**config.mk**
```make
export PLATFORM = sky130hd
export DESIGN_NAME = fbc_ctrl
export DESIGN_NICKNAME = d
export VERILOG_FILES = /design/src/fbc_pkg.sv /design/src/fbc_sync.sv /design/src/fbc_backend.sv /design/src/fbc_ctrl.sv
export VERILOG_INCLUDE_DIRS = /design/src
export SDC_FILE = /design/constraint.sdc
export NUM_CORES = 1
export LEC_CHECK = 0
export ABC_AREA = 0
export BUFFER_PORTS_ARGS = -buffer_cell sky130_fd_sc_hd__buf_2
export CAP_MARGIN = 10
export CORE_MARGIN = 2
export CORE_UTILIZATION = 30
export CTS_BUF_LIST = sky130_fd_sc_hd__clkbuf_4 sky130_fd_sc_hd__clkbuf_8
export CTS_CLUSTER_SIZE = 12
export DETAILED_ROUTE_END_ITERATION = 6
export GPL_TIMING_DRIVEN = 0
export PLACE_DENSITY_LB_ADDON = 0.12
export REMOVE_ABC_BUFFERS = 1
export SLEW_MARGIN = 10
export SYNTH_ARGS = -nofsm -noshare
export SYNTH_HDL_FRONTEND = slang
export SYNTH_SLANG_ARGS = --single-unit
```
**constraint.sdc**
```tcl
create_clock -name I_MCLK -period 9.2 [get_ports I_MCLK]
set_clock_uncertainty 0.05 [all_clocks]
set_input_delay 0 -clock I_MCLK [delete_from_list [all_inputs] [get_ports I_MCLK]]
set_output_delay 0 -clock I_MCLK [all_outputs]
set_load 0.1 [all_outputs]
```
**src/fbc_consts.svh**
```systemverilog
// Purpose: Named offsets, masks, reset values and timing counts for the filter backend control block
// Assumes: Included by bare name after the guard
// Notes:   Definitions only
`ifndef FBC_CONSTS_SVH
`define FBC_CONSTS_SVH

// Host address map, byte-wide registers
`define FBC_ADDR_W        10
`define FBC_OFF_BE0       10'h0A0
`define FBC_OFF_BE1       10'h0A1
`define FBC_OFF_BE2       10'h0A2
`define FBC_OFF_BE3       10'h0A3
`define FBC_OFF_STAT      10'h0A8
`define FBC_OFF_ACT       10'h0A9

// Writable bits; reserved bits are stored as zero so they read back as zero
`define FBC_MASK_STAT     8'h3F
`define FBC_MASK_ACT      8'h03
`define FBC_MASK_BE0      8'hFF
`define FBC_MASK_BE1      8'h03
`define FBC_MASK_BE2      8'h7F
`define FBC_MASK_BE3      8'hFE

// Reset and idle values
`define FBC_RST_BYTE      8'h00
`define FBC_UNMAPPED_RD   8'h00

// Coefficient bank base addresses
`define FBC_BANK0_BASE    7'h00
`define FBC_BANK1_BASE    7'h40

// Output byte lanes of the cascade output
`define FBC_LO_LSB        0
`define FBC_HI_MSB        21

// Timing in clocks
`define FBC_CHAIN_DLY     2
`define FBC_WR_LAT_MAX    3

`endif

```
**src/fbc_pkg.sv**
```systemverilog
// Purpose: Types shared by the filter backend control block
// Assumes: Constants live in fbc_consts.svh
// Notes:   Field order of each struct is the register bit order, msb first
package fbc_pkg;

  // Static configuration byte
  typedef struct packed {
    logic [1:0] rsv;
    logic       psr_oe;
    logic       cas_en;
    logic       coef_uns;
    logic       data_uns;
    logic       bypass;
    logic       swap;
  } fbc_stat_t;

  // Active control byte
  typedef struct packed {
    logic [5:0] rsv;
    logic       lut_en;
    logic       bank;
  } fbc_act_t;

  // Backend control bytes zero to three
  typedef struct packed {
    logic       full_wave;
    logic       half_wave;
    logic [4:0] scale;
    logic       cas_zero;
  } fbc_be0_t;

  typedef struct packed {
    logic [5:0] rsv;
    logic       static_thr;
    logic       greater;
  } fbc_be1_t;

  typedef struct packed {
    logic       rsv;
    logic       lo_pass;
    logic       hi_pass;
    logic [4:0] prescale;
  } fbc_be2_t;

  typedef struct packed {
    logic [4:0] norm;
    logic       norm_dyn;
    logic       lut_add;
    logic       rsv;
  } fbc_be3_t;

  // Host pin bundle, carried through the synchroniser as one word
  typedef struct packed {
    logic [9:0] addr;
    logic [7:0] wdata;
    logic       en_n;
    logic       wr_n;
  } fbc_hreq_t;

endpackage

```
**src/fbc_sync.sv**
```systemverilog
// Purpose: Two-flop synchroniser for a bundle of asynchronous pins
// Assumes: Each bit is treated on its own; bundle skew is absorbed by the caller
// Notes:   First stage feeds only the second stage
`timescale 1ns/1ns
module fbc_sync #(
  parameter int         W       = 1,
  parameter logic [W-1:0] RST_VAL = '0
) (
  input  wire logic         i_clk,
  input  wire logic         i_rst,
  input  wire logic [W-1:0] i_d,
  output logic      [W-1:0] o_q
);
  logic [W-1:0] meta_ff;
  logic [W-1:0] sync_ff;

  // Two stages, constant reset value
  always_ff @(posedge i_clk) begin
    if (i_rst) begin
      meta_ff <= RST_VAL;
      sync_ff <= RST_VAL;
    end else begin
      meta_ff <= i_d;
      sync_ff <= meta_ff;
    end
  end

  assign o_q = sync_ff;
endmodule

```
**src/fbc_backend.sv**
```systemverilog
// Purpose: Array output scaler, cascade adder input zeroing, cascade adder and rectifier
// Assumes: One result per valid mac word, same clock
// Notes:   Result is registered; overflow of the adder wraps
`timescale 1ns/1ns
module fbc_backend import fbc_pkg::*; #(
  parameter int AW = 24
) (
  input  wire logic          i_clk,
  input  wire logic          i_rst,
  input  wire fbc_be0_t      i_be0,
  input  wire logic [AW-1:0] i_mac,
  input  wire logic          i_mac_vld,
  input  wire logic [AW-1:0] i_cas_in,
  output logic      [AW-1:0] o_res,
  output logic               o_res_vld
);
  logic signed [AW-1:0] scaled;
  logic signed [AW-1:0] cas_sel;
  logic signed [AW-1:0] sum;
  logic signed [AW-1:0] rect;
  logic        [AW-1:0] res_ff;
  logic                 vld_ff;

  always_comb begin
    if (i_be0.scale[4]) begin
      scaled = $signed(i_mac) <<< 5'(~i_be0.scale + 5'h01);
    end else begin
      scaled = $signed(i_mac) >>> i_be0.scale;
    end
  end

  assign cas_sel = i_be0.cas_zero ? '0 : $signed(i_cas_in);
  assign sum     = scaled + cas_sel;

  // Full wave wins over half wave
  always_comb begin
    if (i_be0.full_wave) begin
      rect = sum[AW-1] ? -sum : sum;
    end else if (i_be0.half_wave && sum[AW-1]) begin
      rect = '0;
    end else begin
      rect = sum;
    end
  end

  // Result register
  always_ff @(posedge i_clk) begin
    if (i_rst) begin
      res_ff <= '0;
      vld_ff <= 1'b0;
    end else begin
      res_ff <= rect;
      vld_ff <= i_mac_vld;
    end
  end

  assign o_res     = res_ff;
  assign o_res_vld = vld_ff;
endmodule

```
**src/fbc_ctrl.sv**
```systemverilog
// Purpose: Control fields of a cascadable multiply-accumulate filter and its backend post-processing
// Assumes: Host pins are asynchronous; datapath inputs share I_MCLK
`timescale 1ns/1ns
`include "fbc_consts.svh"
module fbc_ctrl import fbc_pkg::*; #(
  parameter int AW = 24,
  parameter int CW = 22,
  parameter int HW = 22
) (
  input  wire logic          I_MCLK,
  input  wire logic          I_RST,
  input  wire logic [9:0]    I_HOST_ADDR,
  input  wire logic [7:0]    I_HOST_WDATA,
  input  wire logic          I_HOST_EN_N,
  input  wire logic          I_HOST_WR_N,
  output logic      [7:0]    O_HOST_RDATA,
  output logic               O_HOST_RDATA_OE,
  input  wire logic [7:0]    I_SAMPLE,
  input  wire logic          I_CYCLE_END,
  output logic      [8:0]    O_SAMPLE_EXT,
  input  wire logic          I_COEF_WR,
  input  wire logic [6:0]    I_COEF_ADDR,
  input  wire logic [7:0]    I_COEF,
  output logic               O_COEF_WR,
  output logic      [6:0]    O_COEF_ADDR,
  output logic      [8:0]    O_COEF_EXT,
  output logic               O_BANK,
  output logic      [6:0]    O_BANK_BASE,
  input  wire logic [7:0]    I_CHAIN_IN,
  input  wire logic [7:0]    I_PSR_LAST,
  output logic      [7:0]    O_CHAIN_OUT,
  output logic               O_CHAIN_OE,
  output logic               O_LUT_HOST_OWN,
  input  wire logic [7:0]    I_LUT_BYTE,
  input  wire logic [4:0]    I_LUT_NORM,
  output logic      [7:0]    O_LUT_XFORM,
  output logic      [4:0]    O_NORM_SHIFT,
  output logic               O_LUT_TO_ADDER,
  input  wire logic [AW-1:0] I_MAC,
  input  wire logic          I_MAC_VALID,
  input  wire logic [AW-1:0] I_CAS_IN,
  output logic      [CW-1:0] O_CAS,
  output logic               O_CAS_OE,
  input  wire logic          I_EXT_LOAD,
  input  wire logic [AW-1:0] I_EXT_VAL,
  output logic      [AW-1:0] O_EXTREME,
  output logic      [HW-1:0] O_HIT_COUNT
);
  localparam int WR_LAT_MAX = `FBC_WR_LAT_MAX;

  // Widths the output byte lanes and adder cannot serve
  if (CW != `FBC_HI_MSB + 1 || AW < CW) begin : g_bad_width
    $error("cascade width must be 22 and adder width at least that");
  end

  fbc_hreq_t pin_req;
  fbc_hreq_t req_s;
  fbc_hreq_t lat_ff;
  logic      en_q_ff;
  logic      wr_commit;
  logic      rd_act;
  logic [7:0] rdata_ff;
  logic      rd_oe_ff;
  logic [7:0] nxt_rdata;

  fbc_stat_t stat_ff;
  fbc_act_t  act_ff;
  fbc_be0_t  be0_ff;
  fbc_be1_t  be1_ff;
  fbc_be2_t  be2_ff;
  fbc_be3_t  be3_ff;
  logic      bank_ff;

  logic [8:0] coef_ff;
  logic [6:0] coef_addr_ff;
  logic       coef_wr_ff;
  logic [8:0] sample_ff;
  logic [7:0] chain_d1_ff;
  logic [7:0] chain_out_ff;
  logic [7:0] lut_x_ff;
  logic [4:0] norm_ff;
  logic       lut_add_ff;

  logic [AW-1:0] res;
  logic          res_vld;
  logic          cmp;
  logic          hit;
  logic [AW-1:0] ext_ff;
  logic [HW-1:0] cnt_ff;
  logic [CW-1:0] nxt_cas;
  logic [CW-1:0] cas_ff;

  // Host pins pass two flops; idle level is enable high
  assign pin_req = '{addr: I_HOST_ADDR, wdata: I_HOST_WDATA, en_n: I_HOST_EN_N, wr_n: I_HOST_WR_N};

  fbc_sync #(
    .W       ($bits(fbc_hreq_t)),
    .RST_VAL ({10'h000, 8'h00, 1'b1, 1'b1})
  ) u_host_sync (
    .i_clk (I_MCLK),
    .i_rst (I_RST),
    .i_d   (pin_req),
    .o_q   (req_s)
  );

  // Hold the last sample taken while enabled; a write acts when enable rises
  always_ff @(posedge I_MCLK) begin
    if (I_RST) begin
      lat_ff  <= '{addr: 10'h000, wdata: 8'h00, en_n: 1'b1, wr_n: 1'b1};
      en_q_ff <= 1'b1;
    end else begin
      en_q_ff <= req_s.en_n;
      if (!req_s.en_n) begin
        lat_ff <= req_s;
      end
    end
  end

  // Commit on end of write cycle
  assign wr_commit = req_s.en_n && !en_q_ff && !lat_ff.wr_n;
  assign rd_act    = !req_s.en_n && req_s.wr_n;

  // Control fields, reserved bits masked off
  always_ff @(posedge I_MCLK) begin
    if (I_RST) begin
      stat_ff <= `FBC_RST_BYTE;
      be0_ff  <= `FBC_RST_BYTE;
      be1_ff  <= `FBC_RST_BYTE;
      be2_ff  <= `FBC_RST_BYTE;
      be3_ff  <= `FBC_RST_BYTE;
    end else if (wr_commit) begin
      unique case (lat_ff.addr)
        `FBC_OFF_STAT: stat_ff <= lat_ff.wdata & `FBC_MASK_STAT;
        `FBC_OFF_BE0:  be0_ff  <= lat_ff.wdata & `FBC_MASK_BE0;
        `FBC_OFF_BE1:  be1_ff  <= lat_ff.wdata & `FBC_MASK_BE1;
        `FBC_OFF_BE2:  be2_ff  <= lat_ff.wdata & `FBC_MASK_BE2;
        `FBC_OFF_BE3:  be3_ff  <= lat_ff.wdata & `FBC_MASK_BE3;
        default: ;
      endcase
    end
  end

  // Active control keeps only two bits
  always_ff @(posedge I_MCLK) begin
    if (I_RST) begin
      act_ff <= `FBC_RST_BYTE;
    end else if (wr_commit && lat_ff.addr == `FBC_OFF_ACT) begin
      act_ff <= lat_ff.wdata & `FBC_MASK_ACT;
    end
  end

  // Bank follows written bit, toggles per cycle in swap mode
  always_ff @(posedge I_MCLK) begin
    if (I_RST) begin
      bank_ff <= 1'b0;
    end else if (wr_commit && lat_ff.addr == `FBC_OFF_ACT) begin
      bank_ff <= lat_ff.wdata[0];
    end else if (stat_ff.swap && I_CYCLE_END) begin
      bank_ff <= !bank_ff;
    end
  end

  assign O_BANK = bank_ff;
  assign O_BANK_BASE = bank_ff ? `FBC_BANK1_BASE : `FBC_BANK0_BASE;

  // Read decode; reserved bits are stored zero, unmapped reads zero
  always_comb begin
    unique case (req_s.addr)
      `FBC_OFF_STAT: nxt_rdata = stat_ff;
      `FBC_OFF_ACT:  nxt_rdata = act_ff;
      `FBC_OFF_BE0:  nxt_rdata = be0_ff;
      `FBC_OFF_BE1:  nxt_rdata = be1_ff;
      `FBC_OFF_BE2:  nxt_rdata = be2_ff;
      `FBC_OFF_BE3:  nxt_rdata = be3_ff;
      default:       nxt_rdata = `FBC_UNMAPPED_RD;
    endcase
  end

  // Read data register and driver enable
  always_ff @(posedge I_MCLK) begin
    if (I_RST) begin
      rdata_ff <= `FBC_UNMAPPED_RD;
      rd_oe_ff <= 1'b0;
    end else begin
      rdata_ff <= nxt_rdata;
      rd_oe_ff <= rd_act;
    end
  end

  assign O_HOST_RDATA    = rdata_ff;
  assign O_HOST_RDATA_OE = rd_oe_ff;

  // Format fixed per coefficient at load time
  always_ff @(posedge I_MCLK) begin
    if (I_RST) begin
      coef_ff      <= 9'h000;
      coef_addr_ff <= 7'h00;
      coef_wr_ff   <= 1'b0;
    end else begin
      coef_wr_ff <= I_COEF_WR;
      if (I_COEF_WR) begin
        coef_ff      <= {!stat_ff.coef_uns && I_COEF[7], I_COEF};
        coef_addr_ff <= I_COEF_ADDR;
      end
    end
  end

  assign O_COEF_WR   = coef_wr_ff;
  assign O_COEF_ADDR = coef_addr_ff;
  assign O_COEF_EXT  = coef_ff;

  // Sample extension; a live change mid-stream is not guarded
  always_ff @(posedge I_MCLK) begin
    if (I_RST) begin
      sample_ff <= 9'h000;
    end else begin
      sample_ff <= {!stat_ff.data_uns && I_SAMPLE[7], I_SAMPLE};
    end
  end

  assign O_SAMPLE_EXT = sample_ff;

  // Bypass path is two flops; normal path registers the last shift stage
  always_ff @(posedge I_MCLK) begin
    if (I_RST) begin
      chain_d1_ff  <= 8'h00;
      chain_out_ff <= 8'h00;
    end else begin
      chain_d1_ff  <= I_CHAIN_IN;
      chain_out_ff <= stat_ff.bypass ? chain_d1_ff : I_PSR_LAST;
    end
  end

  assign O_CHAIN_OUT = chain_out_ff;
  assign O_CHAIN_OE  = stat_ff.psr_oe;

  // Table output zero and static normaliser while host owns it
  always_ff @(posedge I_MCLK) begin
    if (I_RST) begin
      lut_x_ff   <= 8'h00;
      norm_ff    <= 5'h00;
      lut_add_ff <= 1'b0;
    end else begin
      lut_x_ff   <= act_ff.lut_en ? I_LUT_BYTE : 8'h00;
      norm_ff    <= (act_ff.lut_en && be3_ff.norm_dyn) ? I_LUT_NORM : be3_ff.norm;
      lut_add_ff <= act_ff.lut_en && be3_ff.lut_add;
    end
  end

  // Host ownership follows the bit at once; the host owes the settling wait
  assign O_LUT_HOST_OWN = !act_ff.lut_en;
  assign O_LUT_XFORM    = lut_x_ff;
  assign O_NORM_SHIFT   = norm_ff;
  assign O_LUT_TO_ADDER = lut_add_ff;

  fbc_backend #(
    .AW (AW)
  ) u_backend (
    .i_clk     (I_MCLK),
    .i_rst     (I_RST),
    .i_be0     (be0_ff),
    .i_mac     (I_MAC),
    .i_mac_vld (I_MAC_VALID),
    .i_cas_in  (I_CAS_IN),
    .o_res     (res),
    .o_res_vld (res_vld)
  );

  assign cmp = be1_ff.greater ? ($signed(res) > $signed(ext_ff)) : ($signed(res) < $signed(ext_ff));
  assign hit = res_vld && cmp;

  // Latch extreme only in tracking mode; a host load wins
  always_ff @(posedge I_MCLK) begin
    if (I_RST) begin
      ext_ff <= '0;
    end else if (I_EXT_LOAD) begin
      ext_ff <= I_EXT_VAL;
    end else if (hit && !be1_ff.static_thr) begin
      ext_ff <= res;
    end
  end

  always_ff @(posedge I_MCLK) begin
    if (I_RST) begin
      cnt_ff <= '0;
    end else if (hit) begin
      cnt_ff <= cnt_ff + HW'(1);
    end
  end

  assign O_EXTREME   = ext_ff;
  assign O_HIT_COUNT = cnt_ff;

  always_comb begin
    nxt_cas = res[CW-1:0];
    if (be2_ff.lo_pass) begin
      nxt_cas[`FBC_LO_LSB +: 8] = lut_x_ff;
    end
    if (be2_ff.hi_pass) begin
      nxt_cas[`FBC_HI_MSB -: 8] = lut_x_ff;
    end
  end

  // Cascade output register
  always_ff @(posedge I_MCLK) begin
    if (I_RST) begin
      cas_ff <= '0;
    end else begin
      cas_ff <= nxt_cas;
    end
  end

  assign O_CAS = cas_ff;
  assign O_CAS_OE = stat_ff.cas_en;
endmodule

```
==> run metrics, run 1 <==
number of synthesized flops with an enable pin 0; largest net degree at the start of global routing 129; routed wl met3 2.10 mm; highest routed layer met4; setup bufs post-CTS 0; Post-Layout Cell Count 2656; Clock Latency Late Sink 0.63 ns; nets@finish 2220; CTS H-tree lvls 2; Post-Syn Area 13900 um^2; Slew @ Worst Pin 1.20 ns; RSZ-0062 raised after global routing false; I/O Buffers 279; Clock Path Buffers 3; gpl congestion 0.865; Leak Pwr 8.10 nW; clock sinks 251; post-cts resize count 0; dpl ws 2.00 ns; critical path launch point type register; max-cap check violation count 0; Hold Crit Depth 4; die width 219 um; grt ovf 0; status completed; clock root buffer clkbuf_8; TritonCTS Buffers 46; area share of the largest cell type after synthesis 36.1%; initial antenna violation count 1; top post-synthesis cells by count 251 x dfxtp_1, 198 x nor2_1, 130 x mux2i_1, 111 x a21oi_1, 108 x nand2_1; Final Slew Violations 0; CP max FO 27; Syn-to-layout area delta 32.3%; register area share after synthesis 36.1%; min-delay worst type in2reg; synthesized flop and latch total 251; CTS tree built; Design Power 0.00314 W; placed cells 2407; M1 WL 21.6 mm; Clk pin slew, worst setup/hold paths 0.06 ns; core box area 45600 um^2; most frequent cell after synthesis dfxtp_1; total track usage 18.5%; Hold Fails Final Rpt 0; Antenna Nets Post-Route 0; met2 WL post-DR 21.0 mm; final worst slack 2.32 ns; Syn Inst Count 1633; Yosys warning total 0; Vias 13100; DP HPWL 32.7 mm; post-synth top area cell dfxtp_1; 1st-pass router iterations 5; P per Cell Area 171 nW/um^2; # setup viols final 0; min Tclk post-route 6.88 ns; DR WL/cell 17.2 um; relative slew slack 19.3%; Max VDD drop 0.129 mV; row count 78; Arrival @ worst endpoint 7.33 ns; I/O Pins 286; die footprint 48200 um^2; filler instances 4659; register area 5030 um^2; Critical Path RT 9.65 ns; layout cells sized above 1 22.2%; total wire length 45.7 mm; Async SR Flop Fraction 0%; CP Capture Type register; Initial Utilization 30.6%; setup tns final 0 ns; Synth cell types 74; reg2reg path depth 17; syn avg cell area 8.53 um^2; first-pass GRT wire length 70.3 mm; Die Span Y 219 um; FMAX 0.145 GHz; Setup CP Type reg2reg; period utilization 74.8%; ys flop type dfxtp_1; Synth area leaders dfxtp_1 36%, mux2i_1 9.3%, nor2_1 5.3%; drt first-iter violations 840; Via density 4.93; DRC violations left 0; Multi-input gate area 8160 um^2; vias in the first global route 12800
==> path summary, 6_finish.rpt <==
path / to / slack (ns) / from
worst max register to register: u_backend.o_res[3]$_SDFF_PP0_ / 2.32 / be0_ff[1]$_SDFFE_PP0P_
worst min register to register: u_host_sync.o_q[1]$_SDFF_PP1_ / 0.36 / u_host_sync.meta_ff[1]$_SDFF_PP1_
worst max-delay path: u_backend.o_res[3]$_SDFF_PP0_ / 2.32 / be0_ff[1]$_SDFFE_PP0P_
worst min-delay path: O_EXTREME[4]$_SDFFE_PP0P_ / 0.05 / I_EXT_LOAD
==> per-layer routing <==
metal,track usage [%],vias up
met3,3.17,79
met4,5.41,0
met1,24.8,6143
li1,-,6556
met5,0,-
met2,30.3,322
==> layout make-up <==
| class | count | share of cell area (%) |
|---|---|---|
| well taps | 600 | 4.08 |
| clock inverters | 8 | 0.496 |
| repair buffers | 452 | 17.1 |
| inverters | 77 | 1.57 |
| clock buffers | 76 | 5.17 |
| flip-flops and latches | 251 | 27.3 |
| multi-input cells | 1191 | 44.3 |
| diodes | 1 | 0.0136 |
==> through the flow <==
step	utilization [%]	instance area (um^2)	hold WS [ns]
after floorplan	-	13400	0.0191
after global placement	34.2	15600	0.139
after detailed placement	34.5	15700	0.137
after CTS	40.4	18400	0.00709
after global routing	40.4	18400	0.0284
final	40.4	18400	0.0497
==> cell families after synthesis <==
group | share of synthesized area [%]
simple gates | 20.3
compound gates | 16.4
flops | 36.1
buf+inv | 5.71
mux | 15.3
fa+ha+maj | 4.64
xor+xnor | 1.55
other cells | 0.0269
==> layout by cell type, fill, tap and decap left out, types with 28 or more instances in the layout <==
cell type      Yosys  final
nand2_1          108    108
buf_2              5    279
mux2_2            28     28
dfxtp_1          251    246
dlygate4sd3_1      0    164
nand3_1           31     31
nor2_1           198    198
a21oi_1          111    111
mux2i_1          130    130
inv_1             76     76
clkbuf_8           0     61
ha_1              50     50
nor2b_1          102    102
o21ai_0           85     85
==> repair_timing <==
item	4_1_cts	5_1_grt
hold buffers	164	0
endpoints found under the hold margin	143	0
setup endpoints to repair	0	0
==> report_power, final <==
group	total [W]	switching, W	internal, W
Combinational	0.000771	0.000519	0.000252
Clock	0.00118	0.000498	0.000686
Sequential	0.00119	0.0000442	0.00115
==> sequential cells by signal, indices dropped and copies added, names as in the netlist, 4 cells and up <==
name	flops
O_EXTREME	24
u_backend.o_res	24
O_CAS	22
O_HIT_COUNT	22
u_host_sync.meta_ff	20
u_host_sync.o_q	20
lat_ff	19
O_COEF_EXT	9
O_SAMPLE_EXT	9
O_CHAIN_OUT	8
O_HOST_RDATA	8
O_LUT_XFORM	8
be0_ff	8
chain_d1_ff	8
O_COEF_ADDR	7
be2_ff	7
be3_ff	7
O_NORM_SHIFT	5
stat_ff	4
==> worst max-delay path, cell delays in order, from the launching register on <==
cell       delay, ns
dfxtp_2         0.62
inv_1           0.48
ha_1            1.18
mux2_2          0.43
o21ai_0         0.62
nor2_1          0.08
a21oi_1         0.20
o22ai_1         0.10
ha_1            0.44
nand4_1         0.19
a211oi_1        0.31
o21ai_0         0.17
o211ai_1        0.20
a21oi_1         0.17
xnor2_2         0.21
a31oi_2         0.84
a21boi_1        0.26
o2bb2ai_1       0.14
(Power assumes the default switching activity.)
==> inputs of run 2 (changes only) <==
ABC_AREA = 1   (was 0)
clock period = 6.1 ns   (was 9.2 ns; I/O delays follow)
==> run metrics, run 2 <==
RR Startpoint be0_ff[1]$_SDFFE_PP0P_; ant diodes 0 (-1); DP HPWL 37.4 mm (+14%); most frequent cell after synthesis nand2_1; crit path max-delay cell type dfxtp_2; Levels on crit path 25 (+8); Hold Fails Final Rpt 0 (unchanged); TritonCTS Buffers 43 (-6.5%); syn avg cell area 6.41 um^2 (-25%); RR Endpoint u_backend.o_res[17]$_SDFF_PP0_; clock sinks 251 (unchanged); Antenna Nets Post-Route 0 (unchanged); nets@finish 2793 (+26%); Design Power 0.00460 W (+46%); grt ovf 0 (unchanged); P per Cell Area 250 nW/um^2 (+46%); I/O Pins 286 (unchanged); Buf/Inv on CP 5 (+4); Arrival @ worst endpoint 5.93 ns (-1.40 ns); largest net degree at the start of global routing 100 (-22%); CP Capture Type register; crit path from be0_ff[1]$_SDFFE_PP0P_; RSZ-0062 raised after global routing false; Crit path max-delay family simple AND/OR/NAND/NOR gates; Syn Inst Count 2233 (+37%); Async SR Flop Fraction 0% (unchanged); final design utilization 38.8% (-1.6 points); Setup crit end u_backend.o_res[17]$_SDFF_PP0_; DR WL/cell 15.3 um (-11%); total track usage 19.6% (+1.1 points); dpl ws -0.236 ns (-2.24 ns); reg2reg path depth 25 (+8); Slew @ Worst Pin 1.16 ns (-0.0388 ns); initial antenna violation count 0 (-1); number of synthesized flops with an enable pin 0 (unchanged); Post-Syn Area 14300 um^2 (+2.8%); final worst slack 0.607 ns (-1.71 ns); drt first-iter violations 962 (+15%); slowest stage delay, CP 0.68 ns (-0.50 ns); final hold slack 0.0473 ns (-0.00235 ns); Syn-to-layout area delta 28.6%; die width 222 um (+1.4%); Final Slew Violations 0 (unchanged); 1st-pass router iterations 5 (unchanged); relative slew slack 22.4% (+3.1 points); CP max FO 36 (+33%); ys flop type dfxtp_1; Clock Latency Late Sink 0.57 ns (-0.06 ns); # setup viols final 0 (unchanged); Critical Path RT 6.53 ns (-3.12 ns); synthesized flop and latch total 251 (unchanged); setup bufs post-CTS 0 (unchanged); gpl congestion 0.879 (+1.6%); DRC violations left 0 (unchanged); die footprint 49500 um^2 (+2.7%); Initial Utilization 30.2% (-0.39 points); most frequent CP cell nor2_1; I/O Buffers 279 (unchanged); Clock Path Buffers 3 (unchanged); filler instances 5164 (+11%); top post-synthesis cells by count 486 x nand2_1, 355 x nor2_1, 298 x inv_1, 251 x dfxtp_1, 192 x o21ai_0; status completed; clock root buffer clkbuf_8; min Tclk post-route 5.49 ns (-1.39 ns); R2R setup slack 0.61 ns (-1.71 ns); Leak Pwr 9.09 nW (+12%); period utilization 90.0% (+15 points); Yosys warning total 0 (unchanged); Synth area leaders dfxtp_1 35%, nand2_1 13%, nor2_1 9.3%; Setup CP Type reg2reg; CTS tree built; total wire length 49.6 mm (+8.5%); post-synth top area cell dfxtp_1; row count 80 (+2.6%); first-pass GRT wire length 78.5 mm (+12%); Clk pin slew, worst setup/hold paths 0.06 ns (about the same); CTS H-tree lvls 2 (unchanged); area share of the largest cell type after synthesis 35.1% (-0.98 points); register area share after synthesis 35.1% (-0.98 points); layout cells sized above 1 15.9% (-6.3 points); core box area 47400 um^2 (+4.1%); Synth cell types 55 (-26%); critical path launch point type register; Via density 4.71 (-4.6%); vias in the first global route 14700 (+15%); Vias 15200 (+16%); Max VDD drop 0.140 mV (+8.4%); most frequent cells in the layout 486 x nand2_1, 355 x nor2_1, 297 x inv_1; Die Span Y 222 um (+1.4%); min-delay worst type in2reg; max-cap check violation count 0 (unchanged); commonest non-fill, non-tap cell in the layout nand2_1; FMAX 0.182 GHz (+25%)
## run 2: worst reg2reg max path: cells and delay by family (launching register included)
kind	cells	cell delay, ns
DFF	1	0.68
AOI/OAI and AO/OA	1	0.45
adders and majority gates	2	0.82
buffers and inverters	5	0.94
and+or+nand+nor	17	2.47
## run 2: kinds of logic (layout without fill, tap and decap cells)
family / count (synthesis) / after routing / synth area share [%]
xor gates and xnor gates: 13 / 13 / 0.795
and+or+nand+nor: 1075 / 1075 / 31.7
DFF: 251 / 251 / 35.1
adders and majority gates: 51 / 51 / 4.51
muxes: 5 / 5 / 0.350
other: 1 / 6 / 0.0262
AOI/OAI and AO/OA: 427 / 427 / 16.1
buffers and inverters: 410 / 797 / 11.4
## run 2: repair_timing
| item | in CTS | in global routing |
|---|---|---|
| hold buffers | 125 | 0 |
| gates resized for setup | 1 | 4 |
| endpoints found under the hold margin | 115 | 0 |
| setup endpoints to repair | 23 | 24 |
## run 2: power breakdown
group          switching, W  internal, W
combinational      0.000772     0.000305
sequential        0.0000539      0.00172
clock              0.000712      0.00103
## run 2: worst min-delay path by stage
| stage | cells after the start | slack (ns) | endpoint | startpoint |
|---|---|---|---|---|
| 2_1_floorplan | 1 | 0.02 | O_BANK$_SDFFE_PP0P_ | I_RST |
| 3_3_place_gp | 2 | 0.14 | u_host_sync.meta_ff[1]$_SDFF_PP1_ | I_HOST_EN_N |
| 3_5_place_dp | 2 | 0.14 | u_host_sync.meta_ff[1]$_SDFF_PP1_ | I_HOST_EN_N |
| 4_1_cts | 5 | 0.003 | O_EXTREME[5]$_SDFFE_PP0P_ | I_EXT_LOAD |
| 5_1_grt | 5 | 0.09 | O_EXTREME[23]$_SDFFE_PP0P_ | I_EXT_LOAD |
| 6_report | 5 | 0.05 | O_EXTREME[5]$_SDFFE_PP0P_ | I_EXT_LOAD |
## run 2: cell type report
cell class | count | area, um^2 | share of cell area [%]
Inverter | 313 | 1180 | 6.41
Clock buffer | 71 | 915 | 4.97
Clock inverter | 7 | 97.6 | 0.530
Sequential cell | 251 | 5030 | 27.3
Tap cell | 615 | 769 | 4.18
Multi-Input combinational cell | 1577 | 7710 | 41.9
Timing Repair Buffer | 406 | 2710 | 14.7
## run 2: stage by stage
stage	TNS, ns	std cells	instance area, um^2
after floorplan	0	2141	13900
after detailed placement	-4.30	3037	16100
after global placement	-7.79	3035	16000
after global routing	0	3240	18400
after CTS	0	3240	18400
final	0	3240	18400
## run 2: layer usage
| metal | GRT usage, % | wire [um] | up-vias |
|---|---|---|---|
| met5 | 0 | 0 | - |
| met4 | 5.48 | 1240 | 0 |
| met3 | 3.08 | 2050 | 78 |
| met2 | 33.1 | 23100 | 317 |
| met1 | 25.9 | 23200 | 6974 |
| li1 | - | - | 7878 |
==> inputs of run 3 (changes only) <==
SYNTH_HIERARCHICAL = 1   (was default)
==> run metrics, run 3 <==
top post-synthesis cells by count 567 x nand2_1, 344 x nor2_1, 316 x inv_1, 251 x dfxtp_1, 181 x o21ai_0; CP Capture Type register; Antenna Nets Post-Route 0 (unchanged); CTS H-tree lvls 2 (unchanged); largest family of logic cells by synthesized area simple AND/OR/NAND/NOR gates; DR WL/cell 15.1 um (-1.3%); area share of the largest cell type after synthesis 33.7% (-1.4 points); most frequent CP cell nand2_1; ys flop type dfxtp_1; DP HPWL 39.3 mm (+5.0%); die footprint 51400 um^2 (+3.9%); clock root buffer clkbuf_8; # setup viols final 0 (unchanged); Synth cell types 60 (+9.1%); total track usage 19.6% (-0.054 points); RSZ-0062 raised after global routing false; Setup CP Type reg2reg; Synth Area in Compound Gates 14.6% (-1.5 points); critical path launch point type register; gpl congestion 0.915 (+4.1%); row count 81 (+1.3%); Leak Pwr 9.45 nW (+4.0%); Arrival @ worst endpoint 5.82 ns (-0.11 ns); synthesized flop and latch total 251 (unchanged); min Tclk post-route 5.42 ns (-0.0731 ns); max-cap check violation count 0 (unchanged); Clock Path Buffers 3 (unchanged); Vias 15900 (+4.0%); nets@finish 2903 (+3.9%); drt first-iter violations 929 (-3.4%); Critical Path RT 6.50 ns (-0.03 ns); total wire length 51.4 mm (+3.5%); simple-gate share of the synthesized area 34.4% (+2.7 points); I/O Pins 286 (unchanged); Levels on crit path 26 (+4.0%); layout cells sized above 1 16.2% (+0.24 points); ant diodes 0 (unchanged); slowest stage delay, CP 0.70 ns (+0.02 ns); Via density 4.66 (-0.88%); 1st-pass router iterations 5 (unchanged); mux contribution to synthesized area 0.336% (-0.014 points); hold wc startpoint I_EXT_LOAD; CP max FO 34 (-5.6%); Buf/Inv on CP 5 (unchanged); Hold Fails Final Rpt 0 (unchanged); DRC violations left 0 (unchanged); Syn Inst Count 2340 (+4.8%); P per Cell Area 245 nW/um^2 (-2.0%); Design Power 0.00465 W (+1.0%); commonest non-fill, non-tap cell in the layout nand2_1; most frequent cell after synthesis nand2_1; Max VDD drop 0.142 mV (+1.2%); Synth area leaders dfxtp_1 34%, nand2_1 14%, nor2_1 8.7%; RR Startpoint be0_ff[1]$_SDFFE_PP0P_; core box area 49000 um^2 (+3.2%); Post-Syn Area 14900 um^2 (+4.0%); Slew @ Worst Pin 1.12 ns (-0.0407 ns); I/O Buffers 279 (unchanged); FMAX 0.185 GHz (+1.3%); Clock Latency Late Sink 0.55 ns (-0.02 ns); period utilization 88.8% (-1.2 points); Crit path max-delay family simple AND/OR/NAND/NOR gates; Syn-to-layout area delta 27.4%; reg2reg path depth 26 (+4.0%); crit path from be0_ff[1]$_SDFFE_PP0P_; Hold Crit Depth 5 (unchanged); Initial Utilization 30.4% (+0.25 points); Final Slew Violations 0 (unchanged); number of synthesized flops with an enable pin 0 (unchanged); crit path max-delay cell type dfxtp_2; die width 227 um (+2.0%); TritonCTS Buffers 43 (unchanged); Post-Synth Adder-Cell Area 4.34% (-0.17 points); first-pass GRT wire length 80.2 mm (+2.1%); clock sinks 251 (unchanged); register area share after synthesis 33.7% (-1.4 points); status completed; vias in the first global route 15000 (+2.6%); largest net degree at the start of global routing 60 (-40%); relative slew slack 24.7% (+2.4 points); min-delay worst type in2reg; Clk pin slew, worst setup/hold paths 0.07 ns (about the same); Yosys warning total 6 (+6); most frequent cells in the layout 566 x nand2_1, 344 x nor2_1, 314 x inv_1; Die Span Y 227 um (+2.0%); initial antenna violation count 1 (+1); final design utilization 38.7% (-0.053 points); grt ovf 0 (unchanged); syn avg cell area 6.36 um^2 (-0.74%); CTS tree built; Async SR Flop Fraction 0% (unchanged); Synth Area in XOR/XNOR 0.824% (+0.028 points); post-synth top area cell dfxtp_1
==> run 3: worst reg2reg max path: cells and delay by family, from the launching register on <==
kind	cells	cell delay, ns
AOI/OAI and AO/OA	3	0.73
adders and majority gates	2	0.97
buffers and inverters	5	0.88
and+or+nand+nor	16	2.00
DFF	1	0.70
==> run 3: where the power goes <==
| group | total [W] | switching, W | internal [W] |
|---|---|---|---|
| registers | 0.00177 | 0.0000461 | 0.00172 |
| clock network | 0.00171 | 0.000702 | 0.00101 |
| logic | 0.00116 | 0.000837 | 0.000327 |
| total | 0.00465 | 0.00158 | 0.00306 |
==> run 3: path summary, 6_finish.rpt <==
kind                                         end  slack (ns)
setup / recovery   u_backend/o_res[7]$_SDFF_PP0_        0.68
hold reg to reg   u_host_sync/o_q[11]$_SDFF_PP0_        0.35
hold / removal         O_EXTREME[5]$_SDFFE_PP0P_        0.08
setup reg to reg   u_backend/o_res[7]$_SDFF_PP0_        0.68
==> run 3: cells by family after synthesis <==
| logic type | after synthesis |
|---|---|
| multiplexers | 5 |
| AO/OA/AOI/OAI | 394 |
| adder cells (fa/ha/maj) | 51 |
| XOR/XNOR | 14 |
| buffers and inverters | 425 |
| other | 1 |
| AND/OR/NAND/NOR | 1199 |
| flip-flops | 251 |
==> run 3: stage by stage <==
| stage | area [um^2] | cells | hold WS [ns] | setup TNS, ns | worst slack (ns) |
|---|---|---|---|---|---|
| final | 19000 | 3399 | 0.0753 | 0 | 0.680 |
| after global routing | 19000 | 3399 | 0.109 | 0 | 0.0900 |
| after CTS | 18900 | 3399 | 0.0365 | 0 | 0.135 |
| after detailed placement | 16700 | 3195 | 0.134 | -10.59 | -0.629 |
| after global placement | 16600 | 3193 | 0.133 | -11.31 | -0.635 |
| after floorplan | 14400 | 2250 | 0.0169 | 0 | 1.22 |
==> run 3: layout make-up <==
type                       count  area [um^2]
fill                        5338        30000
multi-input combinational   1669         8160
sequential                   251         5030
timing repair buffer         407         2710
inverter                     330         1250
clock buffer                  66          846
tap                          664          831
clock inverter                12          138
==> run 3: metal layers <==
| layer | vias up | track usage (%) | wire (um) | part of all wire, % |
|---|---|---|---|---|
| met5 | - | 0 | 13 | 0.025 |
| met4 | 2 | 5.96 | 1390 | 2.7 |
| met3 | 89 | 3.05 | 2430 | 4.7 |
| met2 | 399 | 32.0 | 23300 | 45 |
| met1 | 7181 | 26.4 | 24300 | 47 |
| li1 | 8183 | - | - | - |
==> run 3: what timing repair did <==
action,4_1_cts,5_1_grt
gates cloned,0,0
hold endpoints to repair,139,0
buffers inserted,0,0
pin swaps,0,0
hold buffers,126,0
setup endpoints to repair,22,24
gates resized for setup,4,5
